$ cat src/pkg/irfb_pkg.sv
// Constants and types shared by the integer register file and its bypass.
// Assumes a single core clock and a synchronous active-high reset.
package irfb_pkg;
	// ****************************************************************
	// Widths and counts
	// ****************************************************************
	localparam int XLEN      = 64;
	localparam int REG_COUNT = 32;
	localparam int ADDR_W    = 5;

	// ****************************************************************
	// Values after reset and fixed values
	// ****************************************************************
	localparam logic [ADDR_W-1:0] ZERO_REG    = 5'h00;
	localparam logic [XLEN-1:0]   REG_RESET   = 64'h0000_0000_0000_0000;
	localparam logic [XLEN-1:0]   MD_RESET    = 64'h0000_0000_0000_0000;
	localparam logic [XLEN-1:0]   PC_RESET    = 64'h0000_0000_0000_0000;
	localparam logic [XLEN-1:0]   PC_STEP     = 64'h0000_0000_0000_0004;

	// ****************************************************************
	// Source of the writeback value
	// ****************************************************************
	typedef enum logic [1:0] {
		WB_RESULT,
		WB_MOVE_HIGH,
		WB_MOVE_LOW,
		WB_MUL_DIRECT
	} irfb_wb_src_t;
endpackage

$ cat src/pkg/irfb_fwd_if.sv
// Interface carrying the in-flight pipeline results to the bypass muxes.
// Assumes the register file top drives it and each read port reads it.
`timescale 1ns/1ps
interface irfb_fwd_if;
	logic                                 exValid;
	logic [irfb_pkg::ADDR_W-1:0]          exAddr;
	logic [irfb_pkg::XLEN-1:0]            exData;
	logic                                 memValid;
	logic [irfb_pkg::ADDR_W-1:0]          memAddr;
	logic [irfb_pkg::XLEN-1:0]            memData;
	logic                                 wbValid;
	logic [irfb_pkg::ADDR_W-1:0]          wbAddr;
	logic [irfb_pkg::XLEN-1:0]            wbData;

	modport src  (output exValid, exAddr, exData, memValid, memAddr,
		memData, wbValid, wbAddr, wbData);
	modport sink (input exValid, exAddr, exData, memValid, memAddr,
		memData, wbValid, wbAddr, wbData);
endinterface

$ cat src/verilog/irfb_fwd_mux.sv
// Bypass mux for one read port: youngest in-flight result wins.
// Assumes the caller supplies the array word for the same address.
`timescale 1ns/1ps
module irfb_fwd_mux (
	input  wire logic                        clk,
	input  wire logic                        reset,
	irfb_fwd_if.sink                         fwd,
	input  wire logic [irfb_pkg::ADDR_W-1:0] rdAddr,
	input  wire logic [irfb_pkg::XLEN-1:0]   arrayData,
	output logic      [irfb_pkg::XLEN-1:0]   operand
);
	logic exHit;
	logic memHit;
	logic wbHit;

	// ****************************************************************
	// Hit detection on valid and address match; zero-register reads are overridden below
	// ****************************************************************
	assign exHit  = fwd.exValid && fwd.exAddr == rdAddr;
	assign memHit = fwd.memValid && fwd.memAddr == rdAddr;
	assign wbHit  = fwd.wbValid && fwd.wbAddr == rdAddr;

	// Priority: execute, then memory, then writeback, then array
	always_comb begin
		if (rdAddr == irfb_pkg::ZERO_REG) begin
			operand = irfb_pkg::REG_RESET;
		end else if (exHit) begin
			operand = fwd.exData;
		end else if (memHit) begin
			operand = fwd.memData;
		end else if (wbHit) begin
			operand = fwd.wbData;
		end else begin
			operand = arrayData;
		end
	end
endmodule // irfb_fwd_mux

$ cat src/verilog/irfb_regfile.sv
// Integer register file with full bypass, result pair and program counter.
// Assumes decode reads, execute/memory/writeback stages report results.
// Notes on behaviour
// - Thirty-two general registers, each 64 bits wide.
// - Two independent read ports and one write port every cycle.
// - Every in-flight result is forwarded to a dependent read.
// - General registers feed arithmetic and effective-address generation.
// - Separate 64-bit high and low multiply/divide result registers.
// - A 64-bit program counter is kept beside the registers.
// - Memory only by load/store; ALU results read and write in one cycle.
// - Five-stage pipeline; reads and writebacks happen at fixed stages.
// - Multiply/divide fills high/low; move-from copies one to a register.
// - Three-operand multiply writes its product directly, low untouched.
`timescale 1ns/1ps
module irfb_regfile #(
	parameter int XLEN      = irfb_pkg::XLEN,
	parameter int REG_COUNT = irfb_pkg::REG_COUNT
) (
	input  wire logic                        clk,
	input  wire logic                        reset,
	input  wire logic [irfb_pkg::ADDR_W-1:0] rdAddrA,
	input  wire logic [irfb_pkg::ADDR_W-1:0] rdAddrB,
	input  wire logic [XLEN-1:0]             agenOffset,
	output logic      [XLEN-1:0]             rdDataA,
	output logic      [XLEN-1:0]             rdDataB,
	output logic      [XLEN-1:0]             effAddr,
	input  wire logic                        exValid,
	input  wire logic [irfb_pkg::ADDR_W-1:0] exAddr,
	input  wire logic [XLEN-1:0]             exData,
	input  wire logic                        memValid,
	input  wire logic [irfb_pkg::ADDR_W-1:0] memAddr,
	input  wire logic [XLEN-1:0]             memData,
	input  wire logic                        wbEn,
	input  wire irfb_pkg::irfb_wb_src_t      wbSrc,
	input  wire logic [irfb_pkg::ADDR_W-1:0] wbAddr,
	input  wire logic [XLEN-1:0]             wbData,
	input  wire logic                        mdWrEn,
	input  wire logic [XLEN-1:0]             mdHighIn,
	input  wire logic [XLEN-1:0]             mdLowIn,
	output logic      [XLEN-1:0]             muldivResultHigh,
	output logic      [XLEN-1:0]             muldivResultLow,
	input  wire logic                        pcLoad,
	input  wire logic [XLEN-1:0]             pcLoadValue,
	input  wire logic                        pcAdvance,
	output logic      [XLEN-1:0]             pc
);
	logic [XLEN-1:0] regArray [REG_COUNT];
	logic [XLEN-1:0] arrayA;
	logic [XLEN-1:0] arrayB;
	logic [XLEN-1:0] operandA;
	logic [XLEN-1:0] operandB;
	logic [XLEN-1:0] wrData;
	logic            wrEn;
	logic [XLEN-1:0] rdDataA_reg;
	logic [XLEN-1:0] rdDataB_reg;
	logic [XLEN-1:0] effAddr_reg;
	logic [XLEN-1:0] high_reg;
	logic [XLEN-1:0] low_reg;
	logic [XLEN-1:0] pc_reg;
	logic [XLEN-1:0] pc_next;

	irfb_fwd_if fwdBus ();

	// ****************************************************************
	// Writeback value selection
	// ****************************************************************
	// Move-from takes the result pair; a same-cycle update is seen
	always_comb begin
		case (wbSrc)
			irfb_pkg::WB_MOVE_HIGH: begin
				wrData = mdWrEn ? mdHighIn : high_reg;
			end
			irfb_pkg::WB_MOVE_LOW: begin
				wrData = mdWrEn ? mdLowIn : low_reg;
			end
			irfb_pkg::WB_MUL_DIRECT: begin
				wrData = wbData;
			end
			default: begin
				wrData = wbData;
			end
		endcase
	end
	assign wrEn = wbEn && wbAddr != irfb_pkg::ZERO_REG;

	// ****************************************************************
	// Forwarding sources; zero-register targets never bypass
	// ****************************************************************
	assign fwdBus.exValid  = exValid && exAddr != irfb_pkg::ZERO_REG;
	assign fwdBus.exAddr   = exAddr;
	assign fwdBus.exData   = exData;
	assign fwdBus.memValid = memValid && memAddr != irfb_pkg::ZERO_REG;
	assign fwdBus.memAddr  = memAddr;
	assign fwdBus.memData  = memData;
	assign fwdBus.wbValid  = wrEn;
	assign fwdBus.wbAddr   = wbAddr;
	assign fwdBus.wbData   = wrData;

	// ****************************************************************
	// Register array: one write port, two read ports
	// ****************************************************************
	// Writeback stage writes the array
	always_ff @(posedge clk) begin
		if (reset) begin
			for (int i = 0; i < REG_COUNT; i++) begin
				regArray[i] <= irfb_pkg::REG_RESET;
			end
		end else if (wrEn) begin
			regArray[wbAddr] <= wrData;
		end
	end
	assign arrayA = regArray[rdAddrA];
	assign arrayB = regArray[rdAddrB];

	// Bypass muxes, one per read port
	irfb_fwd_mux muxA (
		.clk       (clk),
		.reset     (reset),
		.fwd       (fwdBus),
		.rdAddr    (rdAddrA),
		.arrayData (arrayA),
		.operand   (operandA)
	);
	irfb_fwd_mux muxB (
		.clk       (clk),
		.reset     (reset),
		.fwd       (fwdBus),
		.rdAddr    (rdAddrB),
		.arrayData (arrayB),
		.operand   (operandB)
	);

	// Decode-stage read registers handed to execute
	always_ff @(posedge clk) begin
		if (reset) begin
			rdDataA_reg <= irfb_pkg::REG_RESET;
			rdDataB_reg <= irfb_pkg::REG_RESET;
		end else begin
			rdDataA_reg <= operandA;
			rdDataB_reg <= operandB;
		end
	end

	// Effective address from the first operand plus offset
	always_ff @(posedge clk) begin
		if (reset) begin
			effAddr_reg <= irfb_pkg::REG_RESET;
		end else begin
			effAddr_reg <= operandA + agenOffset;
		end
	end
	assign rdDataA = rdDataA_reg;
	assign rdDataB = rdDataB_reg;
	assign effAddr = effAddr_reg;

	// ****************************************************************
	// Multiply/divide result pair
	// ****************************************************************
	// Only the multiply/divide unit updates the pair
	always_ff @(posedge clk) begin
		if (reset) begin
			high_reg <= irfb_pkg::MD_RESET;
			low_reg  <= irfb_pkg::MD_RESET;
		end else if (mdWrEn) begin
			high_reg <= mdHighIn;
			low_reg  <= mdLowIn;
		end
	end
	assign muldivResultHigh = high_reg;
	assign muldivResultLow  = low_reg;

	// ****************************************************************
	// Program counter
	// ****************************************************************
	// Load beats advance
	always_comb begin
		if (pcLoad) begin
			pc_next = pcLoadValue;
		end else if (pcAdvance) begin
			pc_next = pc_reg + irfb_pkg::PC_STEP;
		end else begin
			pc_next = pc_reg;
		end
	end
	always_ff @(posedge clk) begin
		if (reset) begin
			pc_reg <= irfb_pkg::PC_RESET;
		end else begin
			pc_reg <= pc_next;
		end
	end
	assign pc = pc_reg;
endmodule // irfb_regfile

$ cat config.mk
export PLATFORM = sky130hd
export DESIGN_NAME = irfb_regfile
export DESIGN_NICKNAME = d
export VERILOG_FILES = /design/src/pkg/irfb_pkg.sv /design/src/pkg/irfb_fwd_if.sv /design/src/verilog/irfb_fwd_mux.sv /design/src/verilog/irfb_regfile.sv
export SDC_FILE = /design/constraint.sdc
export NUM_CORES = 2
export LEC_CHECK = 0
export BUFFER_PORTS_ARGS = -buffer_cell sky130_fd_sc_hd__clkbuf_2
export CAP_MARGIN = 40
export CORE_MARGIN = 4
export CORE_UTILIZATION = 45
export DETAILED_ROUTE_END_ITERATION = 7
export MAX_ROUTING_LAYER = met4
export PLACE_DENSITY = 0.63
export SYNTH_ARGS = -nofsm -noshare
export SYNTH_HDL_FRONTEND = slang
export SYNTH_HIERARCHICAL = 1
export SYNTH_SLANG_ARGS = --single-unit
$ cat constraint.sdc
create_clock -name clk -period 10.69 [get_ports clk]
set_input_delay 0.5345 -clock clk [delete_from_list [all_inputs] [get_ports clk]]
set_output_delay 0.5345 -clock clk [all_outputs]
set_load 0.1 [all_outputs]
* Word level (Yosys, flattened, before mapping)
Memories as Yosys holds them, arrays and structs flattened. Cells that the tools add are included.
Word-level totals: flip-flop bits (word level) 384, latch bits 0, bits in writable memories 2048, bits in read-only memories 0, bits of input ports 483, output and inout bits 384, logic and storage cells 54, memories kept 1
Memories:
- regArray | depth 32, width 64, rd ports 2, clocked after Yosys merged registers in 0, wr ports 32, line irfb_regfile.sv:47 | logic [XLEN-1:0] regArray [REG_COUNT];
Operators by class: add/subtract/negate cells 2, $mul 0, divide/modulo/power cells 0, magnitude comparators 0, equal/unequal tests 8, shifts and indexed selects 0, mux-type cells 20, bitwise operators 0, reduce and logical (&&, ||, !) cells 17
Operators by type and width (number):
- 2-to-1 mux 64 bit | 12
- one-hot mux 64 bit (2 select lines) | 1
- adder 64 x 3 -> 64 bit (second input constant) | 1
- adder 64 bit | 1
- OR reduction 64 bit | 1
- == test 5 bit | 6
- nonzero test 5 bit | 3
- zero test 5 bit | 2
- logical AND 1 bit | 9
- 2-to-1 mux 1 bit | 6
- 2-to-1 mux 5 bit | 1
- == test 2 x 1 -> 1 bit (second input constant) | 1
- == test 2 bit (second input constant) | 1
- nonzero test 2 bit | 1
- OR reduction 2 bit | 1

* Depth between registers and ports, before layout
depth in word-level cells 8, gate-level depth with buffers 23, depth with buffers taken out 20

* Modules after synthesis
Netlist, hierarchy kept.
Modules (own cells, without submodules):
- irfb_regfile | instances 1, cells an instance 8355, area an instance 120857.2 um^2, seq. area each 69186.4 um^2
- irfb_fwd_mux | instances 2, cells an instance 404, area an instance 2484.9 um^2, seq. area each 0.0 um^2

* Worst setup path after synthesis
Ideal clock, no wire load.
path type input port to flip-flop, start input rdAddrA[0] (netlist bit), end register effAddr_reg[59], in the netlist effAddr[59], setup time 123 ps, arrival 5468 ps, required time 10567 ps, path slack 5099 ps, stages 18, buffers on the path 3, path through clkbuf_1 -> clkbuf_1 -> buf_1 -> mux4_2 -> mux4_2 -> mux2_2 -> o221ai_1 -> a31oi_1 -> ha_1 -> nand2_2 -> o31ai_2 -> a31oi_2 -> o31ai_4 -> a41oi_4 -> o21ai_1 -> a211oi_2 -> o21ai_1 -> mux2_1
On the way: elaborated cells on any way between the ends 13, those cells by class add/sub (1); eq/ne (3); mux (4); reduce/logical (4); memory (1)
RTL lines:
- start, declared | line irfb_regfile.sv:21 | input wire logic [irfb_pkg::ADDR_W-1:0] rdAddrA,
- memory (32 x 64 bit)
- via arrayA[4] | line irfb_regfile.sv:48 | logic [XLEN-1:0] arrayA;
- 2-to-1 mux 64 bit | line irfb_fwd_mux.sv:31 | end else if (wbHit) begin
- 2-to-1 mux 64 bit | line irfb_fwd_mux.sv:29 | end else if (memHit) begin
- 2-to-1 mux 64 bit | line irfb_fwd_mux.sv:27 | end else if (exHit) begin
- 2-to-1 mux 64 bit | line irfb_fwd_mux.sv:25 | if (rdAddr == irfb_pkg::ZERO_REG) begin
- via operandA[4] | line irfb_regfile.sv:50 | logic [XLEN-1:0] operandA;
- adder 64 bit | line irfb_regfile.sv:149 | effAddr_reg <= operandA + agenOffset;
- end signal, assigned | line irfb_regfile.sv:147 | effAddr_reg <= irfb_pkg::REG_RESET;
- end signal, assigned | line irfb_regfile.sv:149
- end, declared | line irfb_regfile.sv:56 | logic [XLEN-1:0] effAddr_reg;
The timed path passes the listed nets, and every way through them passes these cells. A chain may end at the register's enable or synchronous reset.

* Final worst setup path
start input wbAddr[3] (netlist bit), end register effAddr_reg[48], in the netlist effAddr[48]
On the way: longest elaborated chain between the ends 8, elaborated cells on any way between the ends 9, those cells by class add/sub (1); eq/ne (1); mux (4); reduce/logical (3)
Ends and longest elaborated chain:
- start, declared | line irfb_regfile.sv:35 | input wire logic [irfb_pkg::ADDR_W-1:0] wbAddr,
- nonzero test 5 bit | line irfb_regfile.sv:84 | assign wrEn = wbEn && wbAddr != irfb_pkg::ZERO_REG;
- logical AND 1 bit | line irfb_regfile.sv:84
- via fwdBus.wbValid | line irfb_fwd_if.sv:11 | logic wbValid;
- logical AND 1 bit | line irfb_fwd_mux.sv:21 | assign wbHit = fwd.wbValid && fwd.wbAddr == rdAddr;
- 2-to-1 mux 64 bit | line irfb_fwd_mux.sv:31
- 2-to-1 mux 64 bit | line irfb_fwd_mux.sv:29
- 2-to-1 mux 64 bit | line irfb_fwd_mux.sv:27
- 2-to-1 mux 64 bit | line irfb_fwd_mux.sv:25
- via operandA[13] | line irfb_regfile.sv:50
- adder 64 bit | line irfb_regfile.sv:149
The timed path passes the listed nets, and every way through them passes these cells.

==> implementation parameters <==
Parameter                              Value

Outcome
  Run status ... complete, no violations

Synthesis
  Number of storage elements in the synthesis netlist ... 2432
  Cell taking the most area after synthesis ... sky130_fd_sc_hd__edfxtp_1
  Sequential-to-total area share from yosys stat ... 0.550
  Count of distinct cell types in the synthesized netlist ... 83
  Syn_area_per_cell ... 13.7 sq um
  Number of enable-type register cells in the synthesized netlist ... 2048
  Synth Cell Area ... 126000 sq um
  Number of cells produced by synthesis ... 9163
  Most common flop cell mapped by yosys ... sky130_fd_sc_hd__edfxtp_1
  Ys Warns ... 6
  Share of the synthesized area in the top cell type ... 0.489
  Ys async rst share ... 0
  Largest cells by area after synthesis ... sky130_fd_sc_hd__edfxtp_1 49%, sky130_fd_sc_hd__mux4_2 23%, sky130_fd_sc_hd__nor2_1 6.7%

Final layout
  FF/Latch Area ... 69200 sq um
  Final nets ... 10500
  Layout Cells excl Fill ... 13900
  Flip-flop count of the largest register after layout ... 2048
  Footprint of the multi-input gates ... 53800 sq um
  Top register by number of flip-flops ... regArray
  Share of layout cells above drive strength 1 ... 0.329
  Layout overhead on the synthesized area ... 17.1%
  Filler Cell Count ... 22700

STA
  Final period demand of the worst path ... 6.93 ns
  Max Fclk ... 0.144 GHz
  Unrepaired setup endpoints after global routing ... false
  Final period util ... 0.649
  Total count of max-transition violations in the final report ... 0
  Setup Total Neg Slack ... 0 ns
  Slew of the pin with the lowest slew margin ... 1.21 ns
  Count of final hold-check violations ... 0
  Fin Clk Skew ... 0.0431 ns
  Slew margin rel. ... 0.193
  Finish-stage setup viols ... 0

Global route
  Total congestion overflow ... 0
  Global-route wire length before repair ... 741000 um
  Via count of the first global-routing pass ... 94400
  Maximum number of pins on one net before global-route repair ... 141
  Number of antenna violations at the first check in global routing ... 37
  Tot GR Track Use ... 0.380

Die
  Top-level I/O count ... 867
  Number of core rows ... 193
  Die width ... 537 um
  Starting Density ... 0.453
  Area of the placeable core ... 277000 sq um
  Die outline height ... 537 um
  Die area ... 288000 sq um

Place
  HPWL after DPL ... 336000 um
  Routability-driven placement congestion ratio ... 0.971
  PortBufs ... 866
  Number of placed instances, taps included ... 13200

Route
  Post-detailed-route DRC marker count ... 0
  Wire length per cell after detailed routing ... 39.0 um
  Number of optimization iterations in the first detailed-route pass ... 6
  Total length of routed wires ... 542000 um
  Detailed-route via count ... 95400
  Antenna-violating nets left ... 0
  Average vias per placed instance ... 6.86
  Violation count after the first detailed-route iteration ... 16100

Clocking
  Hold Buf Count CTS ... 174
  Num CTS Buffers ... 280
  CTS tree ... built
  Total number of clock tree sinks ... 2432
  Clock root buffer ... sky130_fd_sc_hd__clkbuf_16
  Insertion delay of the later-clocked pin in the worst-skew pair ... 0.94 ns
  Post-CTS Resized ... 0
  Clock transition time at the flip-flop clock pins of the worst setup and hold paths ... 0.06 ns
  Post-CTS setup buffers ... 0
  Worst-case clock buffer depth ... 4
  H-Tree Level Count ... 5

Worst setup path
  Worst R2R End ... effAddr[48]
  WP data arrival ... 7.73 ns
  Setup CP Type ... in -> reg
  Library cell contributing the largest single delay on the critical path ... sky130_fd_sc_hd__nor2_8
  Worst reg-to-reg setup slack ... 4.46 ns
  Largest stage delay on the critical path ... 0.81 ns
  Largest fanout on the critical path ... 40
  WP data required ... 11.49 ns
  Element type at the critical path end ... flip-flop
  Sequence of cells on the critical path ... clkbuf_2 > nor3_1 > buf_2 > a21boi_0 > nand4_1 > buf_4 > nor2_8 > buf_4 > o221ai_1 > a31oi_1 > ha_1 > nand2_1 > a21oi_1 > a221oi_1 > o41ai_4 > o2111ai_1 > nand2_1 > a31oi_1 > xor2_1 > nor2_1
  Register-to-Register Path Depth ... 19
  Worst R2R Start ... muldivResultHigh[10]
  Element type at the critical path start ... input pin

Power
  Power per cell area ... 179 nW/um^2
  Leakage power ... 53.7 nW
  Highest ir drop seen on vdd ... 130 uV
  Post-route total power ... 26.4 mW

Hold path
  Hold/Removal Path Class ... in -> reg
  Cell depth of the worst min-delay path ... 3
  Source of the worst hold timing path ... mdLowIn[56]
  Endpoint, Worst Hold ... muldivResultLow[56]

Flow run
  Max-cap violation count ... 0
-- layout make-up --
type | count | share of cell area
Antenna cell | 37 | 0.000628
Clock buffer | 337 | 0.0508
Clock inverter | 167 | 0.0104
Inverter | 88 | 0.00227
Multi-Input combinational cell | 5745 | 0.365
Sequential cell | 2432 | 0.469
Tap cell | 3705 | 0.0315
Timing Repair Buffer | 1399 | 0.0698
-- how the worst max path moves through the flow --
stage / slack (ns) / cells after the start / endpoint / startpoint
2_1_floorplan: 5.10 / 18 / effAddr[59] / rdAddrA[0]
3_3_place_gp: 2.92 / 21 / effAddr[61] / mdWrEn
3_5_place_dp: 2.94 / 19 / effAddr[48] / wbAddr[3]
4_1_cts: 3.89 / 18 / effAddr[60] / wbAddr[3]
5_1_grt: 3.64 / 19 / effAddr[60] / rdAddrA[0]
6_report: 3.76 / 20 / effAddr[48] / wbAddr[3]
-- layout by cell type (no fill, tap or decap), drive strengths merged, types with 37 or more instances in the layout --
cell and n:
nor2 2245, edfxtp 2048, mux4 1280, clkbuf 1195, dfxtp 384, buf 367, nand2 296, mux2 264
a21oi 193, o21ai 179, dlygate4sd3 174, or3 145, a31oi 143, nor2b 140, and2 138, o221ai 126
inv 110, clkinv 110, xor2 75, ha 66, a22oi 65, conb 64, xnor2 51, diode 37
nand4 37, a21o 37
-- kinds of logic after synthesis --
kind of cell / count (synthesis) / synth area share
simple gates: 3106 / 0.104
flops: 2432 / 0.550
fa+ha+maj: 67 / 0.00672
buf+inv: 1049 / 0.0332
mux: 1555 / 0.254
compound gates: 827 / 0.0432
other cells: 1 / 0.0000298
xor+xnor: 126 / 0.00889
-- layer usage --
layer / wire length, um / share of wire / global-route usage / vias up
met5: 0 / 0 / - / -
met4: 43900 / 0.081 / 0.248 / 0
met3: 80100 / 0.15 / 0.124 / 2172
met2: 243000 / 0.45 / 0.562 / 8892
met1: 175000 / 0.32 / 0.447 / 47900
li1: - / - / - / 36400
-- stage by stage --
step	hold slack, ns	worst slack, ns	util	cell area (sq um)
finish	0.0254	3.76	0.531	147000
global route	0.0179	3.64	0.531	147000
detailed placement	0.488	2.94	0.492	136000
global placement	0.476	2.92	0.484	134000
CTS	0.000261	3.89	0.530	147000
floorplan	0.677	5.10	-	126000
-- power breakdown --
part | internal [mW] | switching, mW | total, mW
Clock | 5.53 | 4.18 | 9.72
Combinational | 1.72 | 3.92 | 5.64
Sequential | 10.8 | 0.275 | 11.0
-- Yosys cell counts (all sizes together), types with 126 or more instances --
library cell / instances
nor2: 2245
o21ai: 179
a31oi: 143
mux4: 1280
dfxtp: 384
nor2b: 140
edfxtp: 2048
and2: 138
buf: 199
clkbuf: 762
o221ai: 126
or3: 145
mux2: 264
a21oi: 193
nand2: 296
-- critical path, delay by kind of cell --
family | cells | cell delay (ns)
and+or+nand+nor | 6 | 1.78
AOI/OAI and AO/OA | 8 | 3.00
xor gates and xnor gates | 1 | 0.18
buffers and inverters | 4 | 1.55
adders and majority gates | 1 | 0.51
(Power assumes the default switching activity.)
